File: src/hdl/fkd_map.vh
`ifndef FKD_MAP_VH
`define FKD_MAP_VH

// ----------------------------------------------------------------
// mode keys, counted as mid-level pulses in the mode field
// ----------------------------------------------------------------
`define FKD_MODE_BLOW     10'h001
`define FKD_MODE_TRY      10'h002

// ----------------------------------------------------------------
// parameter register keys
// ----------------------------------------------------------------
`define FKD_PKEY_GAIN     10'h001
`define FKD_PKEY_DUTY     10'h002
`define FKD_PKEY_FREQ     10'h003
`define FKD_PKEY_LOCK     10'h006

// ----------------------------------------------------------------
// field codes and bit positions
// ----------------------------------------------------------------
`define FKD_GAIN_MAX      10'h1ff
`define FKD_GAIN_R2_BIT   8
`define FKD_DUTY_MAX      10'h1ff
`define FKD_DUTY_DEC_BIT  8
`define FKD_FREQ_MAX      10'h010
`define FKD_FREQ_MIN_CODE 10'h00f
`define FKD_CAL_BIT       4
`define FKD_LOCK_CODE     10'h200

// ----------------------------------------------------------------
// register offsets and reset values
// ----------------------------------------------------------------
`define FKD_REG_STATUS    8'h00
`define FKD_REG_GAIN      8'h04
`define FKD_REG_DUTY      8'h08
`define FKD_REG_FREQ      8'h0c
`define FKD_REG_CTRL      8'h10
`define FKD_REG_FUSE      8'h14
`define FKD_CTRL_RST      1'b1

// ----------------------------------------------------------------
// timing
// ----------------------------------------------------------------
`define FKD_CLK_HZ        250000000
`define FKD_CARRIER_HZ    1000
`define FKD_CAL_MS        50
`define FKD_CAL_PERIODS   ((`FKD_CAL_MS * `FKD_CARRIER_HZ) / 1000)
`define FKD_BASE_CYC      (`FKD_CLK_HZ / `FKD_CARRIER_HZ)

`endif

File: src/hdl/fkd_sync.v
`timescale 1ns/1ns
module fkd_sync #(
   parameter WIDTH = 2
) (
   input  wire             aclk,     // system clock
   input  wire             aresetn,  // sync reset, low active
   input  wire [WIDTH-1:0] async_in, // pin level
   output wire [WIDTH-1:0] sync_out  // level after two flops
);

   reg [WIDTH-1:0] meta_ff;
   reg [WIDTH-1:0] sync_ff;

   always @(posedge aclk) begin
      if (!aresetn) begin
         meta_ff <= {WIDTH{1'b0}};
         sync_ff <= {WIDTH{1'b0}};
      end else begin
         meta_ff <= async_in;
         sync_ff <= meta_ff;
      end
   end

   assign sync_out = sync_ff;

endmodule

File: src/hdl/fkd_top.v
`timescale 1ns/1ns
`include "fkd_map.vh"
module fkd_top #(
   parameter PER_W     = 24,
   parameter BASE_CYC  = `FKD_BASE_CYC,
   parameter STEP_CYC  = `FKD_BASE_CYC / 32,
   parameter CAL_COUNT = `FKD_CAL_PERIODS
) (
   input  wire             aclk,             // 250 MHz clock
   input  wire             aresetn,          // supply cycle, sync, low active
   input  wire             fuse_erase_n,     // blank fuse array, low active
   input  wire             mid_level_pulse,  // mid-level comparator, async
   input  wire             high_level_pulse, // high-level comparator, async
   input  wire [PER_W-1:0] field_high_cyc,   // measured field high time
   output reg              pwm_out_ff,       // carrier output
   output reg              cal_active_ff,    // calibration interval running
   output reg              locked_ff,        // lock fuse blown
   output reg  [8:0]       gain_code_ff,     // effective gain code
   output reg              gain_range2_ff,   // gain in second range
   output reg  [8:0]       duty_code_ff,     // effective duty code
   output reg              duty_down_ff,     // duty in decreasing half
   output reg  [3:0]       freq_code_ff,     // effective frequency code
   input  wire [7:0]       s_axi_awaddr,     // write address
   input  wire [2:0]       s_axi_awprot,     // unused protection
   input  wire             s_axi_awvalid,    // write address valid
   output reg              s_axi_awready,    // write address ready
   input  wire [31:0]      s_axi_wdata,      // write data
   input  wire [3:0]       s_axi_wstrb,      // write strobes
   input  wire             s_axi_wvalid,     // write data valid
   output reg              s_axi_wready,     // write data ready
   output reg  [1:0]       s_axi_bresp,      // write response
   output reg              s_axi_bvalid,     // write response valid
   input  wire             s_axi_bready,     // write response ready
   input  wire [7:0]       s_axi_araddr,     // read address
   input  wire [2:0]       s_axi_arprot,     // unused protection
   input  wire             s_axi_arvalid,    // read address valid
   output reg              s_axi_arready,    // read address ready
   output reg  [31:0]      s_axi_rdata,      // read data
   output reg  [1:0]       s_axi_rresp,      // read response
   output reg              s_axi_rvalid,     // read data valid
   input  wire             s_axi_rready      // read data ready
);

   localparam ST_MODE = 3'd0;
   localparam ST_REG  = 3'd1;
   localparam ST_FLD  = 3'd2;
   localparam ST_HOLD = 3'd3;

   localparam [PER_W-1:0] BASE_L = BASE_CYC[PER_W-1:0];
   localparam [PER_W-1:0] STEP_L = STEP_CYC[PER_W-1:0];
   localparam [7:0]       CAL_L  = CAL_COUNT[7:0];

   // ----------------------------------------------------------------
   // pin synchronisation and edge detect
   // ----------------------------------------------------------------
   wire [1:0] pin_s;
   reg  [1:0] pin_d_ff;
   wire       mid_fall;
   wire       high_rise;

   fkd_sync #(
      .WIDTH   (2)
   ) u_sync (
      .aclk     (aclk),
      .aresetn  (aresetn),
      .async_in ({high_level_pulse, mid_level_pulse}),
      .sync_out (pin_s)
   );

   always @(posedge aclk) begin
      if (!aresetn) begin
         pin_d_ff <= 2'h0;
      end else begin
         pin_d_ff <= pin_s;
      end
   end

   assign mid_fall  = pin_d_ff[0] & ~pin_s[0];
   assign high_rise = ~pin_d_ff[1] & pin_s[1];

   // ----------------------------------------------------------------
   // programming state machine
   // ----------------------------------------------------------------
   reg  [2:0]  state_ff;
   reg  [2:0]  nxt_state;
   reg  [9:0]  cnt_ff;
   reg  [9:0]  nxt_cnt;
   reg         try_ff;
   reg         nxt_try;
   reg  [9:0]  key_ff;
   reg  [9:0]  nxt_key;
   reg  [8:0]  try_gain_ff;
   reg  [8:0]  try_duty_ff;
   reg  [4:0]  try_freq_ff;
   reg  [8:0]  fuse_gain_ff;
   reg  [8:0]  fuse_duty_ff;
   reg  [4:0]  fuse_freq_ff;
   reg         fuse_lock_ff;
   reg         prog_en_ff;
   reg         blow;
   reg  [9:0]  max_code;

   wire        prog_ok = prog_en_ff & ~fuse_lock_ff;

   always @* begin
      case (key_ff)
         `FKD_PKEY_GAIN: max_code = `FKD_GAIN_MAX;
         `FKD_PKEY_DUTY: max_code = `FKD_DUTY_MAX;
         `FKD_PKEY_FREQ: max_code = `FKD_FREQ_MAX;
         `FKD_PKEY_LOCK: max_code = `FKD_LOCK_CODE;
         default:        max_code = 10'h000;
      endcase
   end

   always @* begin
      nxt_state = state_ff;
      nxt_cnt   = cnt_ff;
      nxt_try   = try_ff;
      nxt_key   = key_ff;
      blow      = 1'b0;
      case (state_ff)
         ST_MODE: begin
            if (mid_fall && cnt_ff != `FKD_MODE_TRY) begin
               nxt_cnt = cnt_ff + 10'h001;
            end
            if (high_rise) begin
               nxt_cnt = 10'h000;
               if (cnt_ff == `FKD_MODE_BLOW) begin
                  nxt_try   = 1'b0;
                  nxt_state = ST_REG;
               end else if (cnt_ff == `FKD_MODE_TRY) begin
                  nxt_try   = 1'b1;
                  nxt_state = ST_REG;
               end
            end
         end
         ST_REG: begin
            if (mid_fall && cnt_ff != `FKD_PKEY_LOCK) begin
               nxt_cnt = cnt_ff + 10'h001;
            end
            if (high_rise) begin
               nxt_key   = cnt_ff;
               nxt_cnt   = 10'h000;
               nxt_state = ST_FLD;
            end
         end
         ST_FLD: begin
            if (mid_fall && cnt_ff < max_code) begin
               nxt_cnt = cnt_ff + 10'h001;
            end
            if (high_rise) begin
               nxt_cnt = 10'h000;
               if (try_ff) begin
                  nxt_state = ST_MODE;
               end else begin
                  blow      = 1'b1;
                  nxt_state = ST_HOLD;
               end
            end
         end
         ST_HOLD: begin
            nxt_state = ST_HOLD;
         end
         default: begin
            nxt_state = ST_MODE;
         end
      endcase
   end

   always @(posedge aclk) begin
      if (!aresetn) begin
         state_ff <= ST_MODE;
         cnt_ff   <= 10'h000;
         try_ff   <= 1'b0;
         key_ff   <= 10'h000;
      end else if (prog_ok) begin
         state_ff <= nxt_state;
         cnt_ff   <= nxt_cnt;
         try_ff   <= nxt_try;
         key_ff   <= nxt_key;
      end
   end

   // ----------------------------------------------------------------
   // volatile field codes, cleared by a supply cycle
   // ----------------------------------------------------------------
   always @(posedge aclk) begin
      if (!aresetn) begin
         try_gain_ff <= 9'h000;
         try_duty_ff <= 9'h000;
         try_freq_ff <= 5'h00;
      end else if (prog_ok && state_ff == ST_FLD && !high_rise) begin
         case (key_ff)
            `FKD_PKEY_GAIN: try_gain_ff <= nxt_cnt[8:0];
            `FKD_PKEY_DUTY: try_duty_ff <= nxt_cnt[8:0];
            `FKD_PKEY_FREQ: try_freq_ff <= nxt_cnt[4:0];
            default: begin
               try_gain_ff <= try_gain_ff;
            end
         endcase
      end
   end

   // ----------------------------------------------------------------
   // fuse array, survives supply cycles
   // ----------------------------------------------------------------
   always @(posedge aclk) begin
      if (!fuse_erase_n) begin
         fuse_gain_ff <= 9'h000;
         fuse_duty_ff <= 9'h000;
         fuse_freq_ff <= 5'h00;
         fuse_lock_ff <= 1'b0;
      end else if (prog_ok && blow) begin
         case (key_ff)
            `FKD_PKEY_GAIN: fuse_gain_ff <= fuse_gain_ff | cnt_ff[8:0];
            `FKD_PKEY_DUTY: fuse_duty_ff <= fuse_duty_ff | cnt_ff[8:0];
            `FKD_PKEY_FREQ: fuse_freq_ff <= fuse_freq_ff | cnt_ff[4:0];
            `FKD_PKEY_LOCK: fuse_lock_ff <= (cnt_ff == `FKD_LOCK_CODE);
            default: begin
               fuse_lock_ff <= fuse_lock_ff;
            end
         endcase
      end
   end

   // ----------------------------------------------------------------
   // effective parameter values
   // ----------------------------------------------------------------
   wire [8:0] eff_gain = try_gain_ff | fuse_gain_ff;
   wire [8:0] eff_duty = try_duty_ff | fuse_duty_ff;
   wire [4:0] eff_freq = try_freq_ff | fuse_freq_ff;

   always @(posedge aclk) begin
      if (!aresetn) begin
         gain_code_ff   <= 9'h000;
         gain_range2_ff <= 1'b0;
         duty_code_ff   <= 9'h000;
         duty_down_ff   <= 1'b0;
         freq_code_ff   <= 4'h0;
         locked_ff      <= 1'b0;
      end else begin
         gain_code_ff   <= eff_gain;
         gain_range2_ff <= eff_gain[`FKD_GAIN_R2_BIT];
         duty_code_ff   <= eff_duty;
         duty_down_ff   <= eff_duty[`FKD_DUTY_DEC_BIT];
         freq_code_ff   <= eff_freq[3:0];
         locked_ff      <= fuse_lock_ff;
      end
   end

   // ----------------------------------------------------------------
   // carrier and calibration interval
   // ----------------------------------------------------------------
   reg  [PER_W-1:0] phase_ff;
   reg  [PER_W-1:0] period;
   reg  [PER_W-1:0] thresh;
   reg  [7:0]       cal_cnt_ff;
   reg              started_ff;
   wire             wrap;

   always @* begin
      period = BASE_L + STEP_L * {{(PER_W-4){1'b0}}, eff_freq[3:0]};
      if (cal_active_ff) begin
         thresh = {1'b0, period[PER_W-1:1]};
      end else begin
         thresh = field_high_cyc;
      end
   end

   assign wrap = (phase_ff >= period - {{(PER_W-1){1'b0}}, 1'b1});

   always @(posedge aclk) begin
      if (!aresetn) begin
         phase_ff   <= {PER_W{1'b0}};
         pwm_out_ff <= 1'b0;
      end else begin
         if (wrap) begin
            phase_ff <= {PER_W{1'b0}};
         end else begin
            phase_ff <= phase_ff + {{(PER_W-1){1'b0}}, 1'b1};
         end
         pwm_out_ff <= (phase_ff < thresh);
      end
   end

   always @(posedge aclk) begin
      if (!aresetn) begin
         started_ff    <= 1'b0;
         cal_active_ff <= 1'b0;
         cal_cnt_ff    <= 8'h00;
      end else begin
         started_ff <= 1'b1;
         if (!started_ff) begin
            cal_active_ff <= fuse_freq_ff[`FKD_CAL_BIT];
         end else if (cal_active_ff && wrap) begin
            if (cal_cnt_ff == CAL_L - 8'h01) begin
               cal_active_ff <= 1'b0;
            end
            cal_cnt_ff <= cal_cnt_ff + 8'h01;
         end
      end
   end

   // ----------------------------------------------------------------
   // axi4-lite write channel
   // ----------------------------------------------------------------
   reg         aw_got_ff;
   reg         w_got_ff;
   reg  [7:0]  awaddr_ff;
   reg  [31:0] wdata_ff;
   reg  [3:0]  wstrb_ff;
   wire        wr_go = aw_got_ff & w_got_ff & ~s_axi_bvalid;

   always @(posedge aclk) begin
      if (!aresetn) begin
         aw_got_ff     <= 1'b0;
         w_got_ff      <= 1'b0;
         awaddr_ff     <= 8'h00;
         wdata_ff      <= 32'h0000_0000;
         wstrb_ff      <= 4'h0;
         s_axi_awready <= 1'b0;
         s_axi_wready  <= 1'b0;
         s_axi_bvalid  <= 1'b0;
         s_axi_bresp   <= 2'h0;
         prog_en_ff    <= `FKD_CTRL_RST;
      end else begin
         s_axi_awready <= ~aw_got_ff & ~(s_axi_awvalid & s_axi_awready);
         s_axi_wready  <= ~w_got_ff & ~(s_axi_wvalid & s_axi_wready);
         if (s_axi_awvalid && s_axi_awready) begin
            aw_got_ff <= 1'b1;
            awaddr_ff <= s_axi_awaddr;
         end
         if (s_axi_wvalid && s_axi_wready) begin
            w_got_ff <= 1'b1;
            wdata_ff <= s_axi_wdata;
            wstrb_ff <= s_axi_wstrb;
         end
         if (wr_go) begin
            aw_got_ff    <= 1'b0;
            w_got_ff     <= 1'b0;
            s_axi_bvalid <= 1'b1;
            case ({awaddr_ff[7:2], 2'b00})
               `FKD_REG_CTRL: begin
                  s_axi_bresp <= 2'h0;
                  if (wstrb_ff[0]) begin
                     prog_en_ff <= wdata_ff[0];
                  end
               end
               `FKD_REG_STATUS, `FKD_REG_GAIN, `FKD_REG_DUTY,
               `FKD_REG_FREQ, `FKD_REG_FUSE: begin
                  s_axi_bresp <= 2'h2;
               end
               default: begin
                  s_axi_bresp <= 2'h3;
               end
            endcase
         end else if (s_axi_bvalid && s_axi_bready) begin
            s_axi_bvalid <= 1'b0;
         end
      end
   end

   // ----------------------------------------------------------------
   // axi4-lite read channel
   // ----------------------------------------------------------------
   reg [31:0] rd_word;
   reg [1:0]  rd_resp;

   always @* begin
      rd_resp = 2'h0;
      case ({s_axi_araddr[7:2], 2'b00})
         `FKD_REG_STATUS: rd_word = {22'h0, try_ff, state_ff, prog_ok,
                                     fuse_lock_ff, cal_active_ff, pwm_out_ff, 2'h0};
         `FKD_REG_GAIN:   rd_word = {23'h0, eff_gain};
         `FKD_REG_DUTY:   rd_word = {23'h0, eff_duty};
         `FKD_REG_FREQ:   rd_word = {27'h0, eff_freq};
         `FKD_REG_CTRL:   rd_word = {31'h0, prog_en_ff};
         `FKD_REG_FUSE:   rd_word = {8'h0, fuse_lock_ff, fuse_freq_ff,
                                     fuse_duty_ff, fuse_gain_ff};
         default: begin
            rd_word = 32'h0000_0000;
            rd_resp = 2'h3;
         end
      endcase
   end

   always @(posedge aclk) begin
      if (!aresetn) begin
         s_axi_arready <= 1'b0;
         s_axi_rvalid  <= 1'b0;
         s_axi_rdata   <= 32'h0000_0000;
         s_axi_rresp   <= 2'h0;
      end else begin
         s_axi_arready <= ~s_axi_rvalid & ~(s_axi_arvalid & s_axi_arready);
         if (s_axi_arvalid && s_axi_arready) begin
            s_axi_rvalid <= 1'b1;
            s_axi_rdata  <= rd_word;
            s_axi_rresp  <= rd_resp;
         end else if (s_axi_rvalid && s_axi_rready) begin
            s_axi_rvalid <= 1'b0;
         end
      end
   end

endmodule

File: config.mk
export PLATFORM = sky130hd
export DESIGN_NAME = fkd_top
export DESIGN_NICKNAME = d
export VERILOG_FILES = /design/src/hdl/fkd_sync.v /design/src/hdl/fkd_top.v
export VERILOG_INCLUDE_DIRS = /design/src /design/src/hdl
export SDC_FILE = /design/constraint.sdc
export NUM_CORES = 1
export LEC_CHECK = 0
export BUFFER_PORTS_ARGS = -buffer_cell sky130_fd_sc_hd__buf_2
export CORE_MARGIN = 3
export CORE_UTILIZATION = 50
export CTS_CLUSTER_DIAMETER = 120
export DETAILED_ROUTE_END_ITERATION = 8
export GPL_TIMING_DRIVEN = 0
export PLACE_DENSITY = 0.83
export SKIP_CTS_REPAIR_TIMING = 1
export SYNTH_ARGS = -nofsm -noshare
export SYNTH_HDL_FRONTEND = slang
export SYNTH_SLANG_ARGS = --single-unit
File: constraint.sdc
create_clock -name aclk -period 11.2 [get_ports aclk]
set_input_delay 2.24 -clock aclk [delete_from_list [all_inputs] [get_ports aclk]]
set_output_delay 2.24 -clock aclk [all_outputs]
set_load 0.05 [all_outputs]
==> impl_summary.md <==
Outcome
The flow ran to the end, and the final reports show no timing, DRC or antenna violations.

Timing
The post-route worst setup slack is 4.55 ns. The final critical path takes up 59.4% of the cycle. The achievable clock frequency is 0.150 GHz. The total negative setup slack is 0 ns. For the pin with the worst max-slew slack, the measured transition is 1.23 ns. The clock period could shrink to 6.65 ns. The total setup violations reported at the end of the flow is 0.

Headroom to the max-slew limit came out at 17.6%. The number of hold violations in the final report is 0. The number of max-slew violations in the final report is 0. Setup repair after global routing left no endpoint under its margin. On the final layout, the worst clock skew is 0.0141 ns.

Run
The tool flagged a number of max-cap violations equal to 0.

Drt
The met1 wire length is 10,700 um. For this block, the routed nets add up to 25,200 um of wire. Summed over all nets, wire length on met2 after detailed routing comes to 11,700 um. The routed wirelength normalized by instance count is 17.2 um. The DRC marker count from the first detailed-route iteration is 765.

After detailed routing, the number of remaining DRC violations is 0. The first detailed-routing pass ran for 5 iterations. The routed via count divided by cell count is 5.84.

The count of nets left with antenna violations once routing finished came out at 0. The top layer reached by signal wires is met4. The length of routed met3 wiring is 1960 um. The detailed router placed 8,586 vias in this run.

Power and ir drop
Across the VDD grid, the largest voltage drop is 0.000103 V. The power density of the placed cells is 122 mW/mm2. The static power due to leakage is 4.72 nW.

Die
For this design the top-level I/O count stands at 160. The initial standard-cell utilization of the core is 51.4%. The floorplan die width is 142 um. The number of cell rows is 49. The region available for standard cell placement spans 0.0181 mm2. The area enclosed by the die boundary is 0.0203 mm2.

The chip height is 142 um.

GRT
Global routing consumed, over all layers together, 24.7% of the routing resources. The initial antenna violation count came to 0. The number of global-route vias before repair is 8,178. Entering global routing, the biggest net connects 18 pins. The first global-routing pass estimated 40,300 um of wire. The global route total overflow is 0.

Logic synthesis
The number of synthesized flops with an enable pin is 0. The portion of synthesized area spent on multiplexers is 2.48%. After Yosys synthesis, full adders, half adders and majority gates account for 12.0% of the synthesized area. The largest family of logic cells by synthesized area is simple AND/OR/NAND/NOR gates. The synthesized netlist devotes 17.5% of its cell area to compound gates.

Among all flip-flop cells after synthesis, the most frequent one is dfxtp_1. Ranked by instance count, the synthesized netlist is headed by dfxtp_1, nor2_1, a21oi_1. The distinct cell type count of the synthesized netlist is 64.

The most frequent cell after synthesis is dfxtp_1. The portion of synthesized cell area occupied by the leading cell type is 38.1%. Averaged over all synthesized cells, the footprint is 8.50 um2.

The number of flip-flops and latches in the synthesized netlist is 177. Summing the areas of all and, or, nand and nor instances in the mapped netlist gives 21.0% of the synthesized area. In the synthesized netlist, the number of instances is 1,093. After synthesis, flip-flops and latches occupy 38.1% of the total area. By area the synthesized netlist is led by dfxtp_1, ha_1, a21oi_1. The cell accounting for the most synthesized area is dfxtp_1. The summed instance area of the synthesized netlist is 0.00929 mm2.

The async set-reset flop share out of synthesis is 0%. After Yosys synthesis, XOR and XNOR cells account for 4.05% of the synthesized area. For this run, the number of Yosys warnings is 0.

Final layout
0 antenna diodes ended up in the layout. Compared with the post-synthesis result, the final layout area differs by 15.5%. At the end of the flow, the number of nets in the layout was 1,406.

Of the cells placed in the final design, the portion with a size suffix greater than 1 is 13.5%.

Clock network
The root buffer cell chosen for the clock tree is clkbuf_16. Buffers inserted during clock tree synthesis total 17. The clock edge transition at the registers on the reported setup and hold paths is 0.07 ns. The CTS tree is built. No sink is reached through more buffers than the 2 on the longest clock path. The later-pin clock latency in the skew report is 0.44 ns. The sink count of the clock tree is 177. The number of levels in the clock H-tree is 4.

Placement
At the end of routability-driven placement, the weighted congestion stood at 0.935. The HPWL after detailed placement is 18,900 um. The port buffer count is 105. The worst-case setup slack after placement is 4.52 ns.

Setup path
The data required time of the worst path is 11.56 ns. The largest fanout of any net on the critical path is 10. For this run, the slowest stage of the critical path takes 0.63 ns. The startpoint class of the critical path is a register. The critical path goes through nor2_1 -> inv_1 -> fa_1 -> inv_1 -> fa_1 -> inv_1 -> ha_1 -> or2_2 -> and2_1 -> a221oi_2 -> xor2_1 -> and4_1 -> a31oi_1 -> ha_1 -> a21o_1 -> a21o_1 -> a21oi_1 -> o21ai_0 -> nor3_1 -> nand2_1 -> clkbuf_1 -> nor2_1. The critical path is of the register to register type. On the critical path, the stage with the largest delay is an instance of fa_1.

STA puts the critical path data arrival time at 7.02 ns. STA classifies the critical path endpoint as a register. The most repeated library cell on the critical path is inv_1.

Hold path
The path type of the worst min-delay path is register to register.
power breakdown:
group | switching (mW) | internal [mW] | total (mW)
Combinational | 0.0544 | 0.0259 | 0.0803
Sequential | 0.00515 | 0.635 | 0.640
Clock | 0.271 | 0.322 | 0.592
per-stage QoR:
step	instance area [um2]	instances	util, %	power (mW)	hold slack, ns
after floorplan	9330	1104	-	0.706	0.412
after global placement	10100	1438	56.1	0.732	0.415
after detailed placement	10100	1438	56.1	0.734	0.426
after CTS	10700	1470	59.3	1.32	0.442
after global routing	10700	1470	59.3	1.35	0.463
final	10700	1470	59.3	1.31	0.438
cells in the final DEF, fill, tap and decap left out, types with 5 or more instances in the layout:
cell type / instances
nor4_1: 13
nand4_1: 20
buf_1: 7
a21oi_1: 104
o21ai_0: 56
mux2i_1: 23
buf_4: 12
and2_1: 18
or4_1: 5
fa_1: 5
nand2b_1: 12
a22o_1: 13
o211ai_1: 6
and3_1: 11
inv_1: 30
nor2b_1: 32
ha_1: 81
buf_2: 110
dfxtp_1: 177
nand3_1: 35
clkbuf_16: 17
a21o_1: 24
conb_1: 13
nand2_1: 86
nor3_1: 17
nor2_1: 127
o31ai_1: 5
xor2_1: 22
xnor2_1: 21
clkbuf_1: 42
a31oi_1: 12
a211oi_1: 6
registers in the layout (all words and copies together), names as in the netlist, 5 cells and up:
signal,cells
cal_cnt_ff,8
cnt_ff,10
key_ff,10
try_gain_ff,9
try_freq_ff,5
s_axi_rdata,24
fuse_freq_ff,5
gain_code_ff,9
try_duty_ff,9
phase_ff,24
fuse_duty_ff,9
duty_code_ff,9
fuse_gain_ff,9
awaddr_ff,6
final timing paths:
check	from	to	slack (ns)	cells after the start
worst min register to register	u_sync.meta_ff[1]$_SDFF_PN0_	u_sync.sync_out[1]$_SDFF_PN0_	0.44	1
worst max register to register	fuse_freq_ff[1]$_SDFFE_PN0P_	phase_ff[21]$_SDFF_PP0_	4.55	22
worst max-delay path	fuse_freq_ff[1]$_SDFFE_PN0P_	phase_ff[21]$_SDFF_PP0_	4.55	22
worst min-delay path	u_sync.meta_ff[1]$_SDFF_PN0_	u_sync.sync_out[1]$_SDFF_PN0_	0.44	1
routing by layer:
layer	GRT usage, %	vias to the layer above
li1	-	4127
met1	31.3	3998
met2	41.2	391
met3	5.38	70
met4	9.65	0
met5	0	-
final cells by class:
class / count / area [um2]
multi-input cells: 829 / 5360
repair buffers: 105 / 526
plain buffers: 67 / 318
flip-flops and latches: 177 / 3540
fillers: 1525 / 7350
clock inverters: 13 / 146
well taps: 229 / 287
inverters: 31 / 116
clock buffers: 19 / 443
critical path: cells and delay by family, from the launching register on:
kind            cells  cell delay [ns]
compound gates      6             0.99
flops               1             0.35
xor+xnor            1             0.38
fa+ha+maj           4             1.77
simple gates        7             2.38
buf+inv             4             0.71
logic make-up (layout without fill, tap and decap cells):
logic type | count (synthesis) | count (layout)
xor+xnor | 43 | 43
simple gates | 400 | 400
mux | 23 | 23
other cells | 2 | 13
buf+inv | 98 | 235
compound gates | 264 | 264
fa+ha+maj | 86 | 86
flops | 177 | 177
Power figures use the tool's default switching activity.
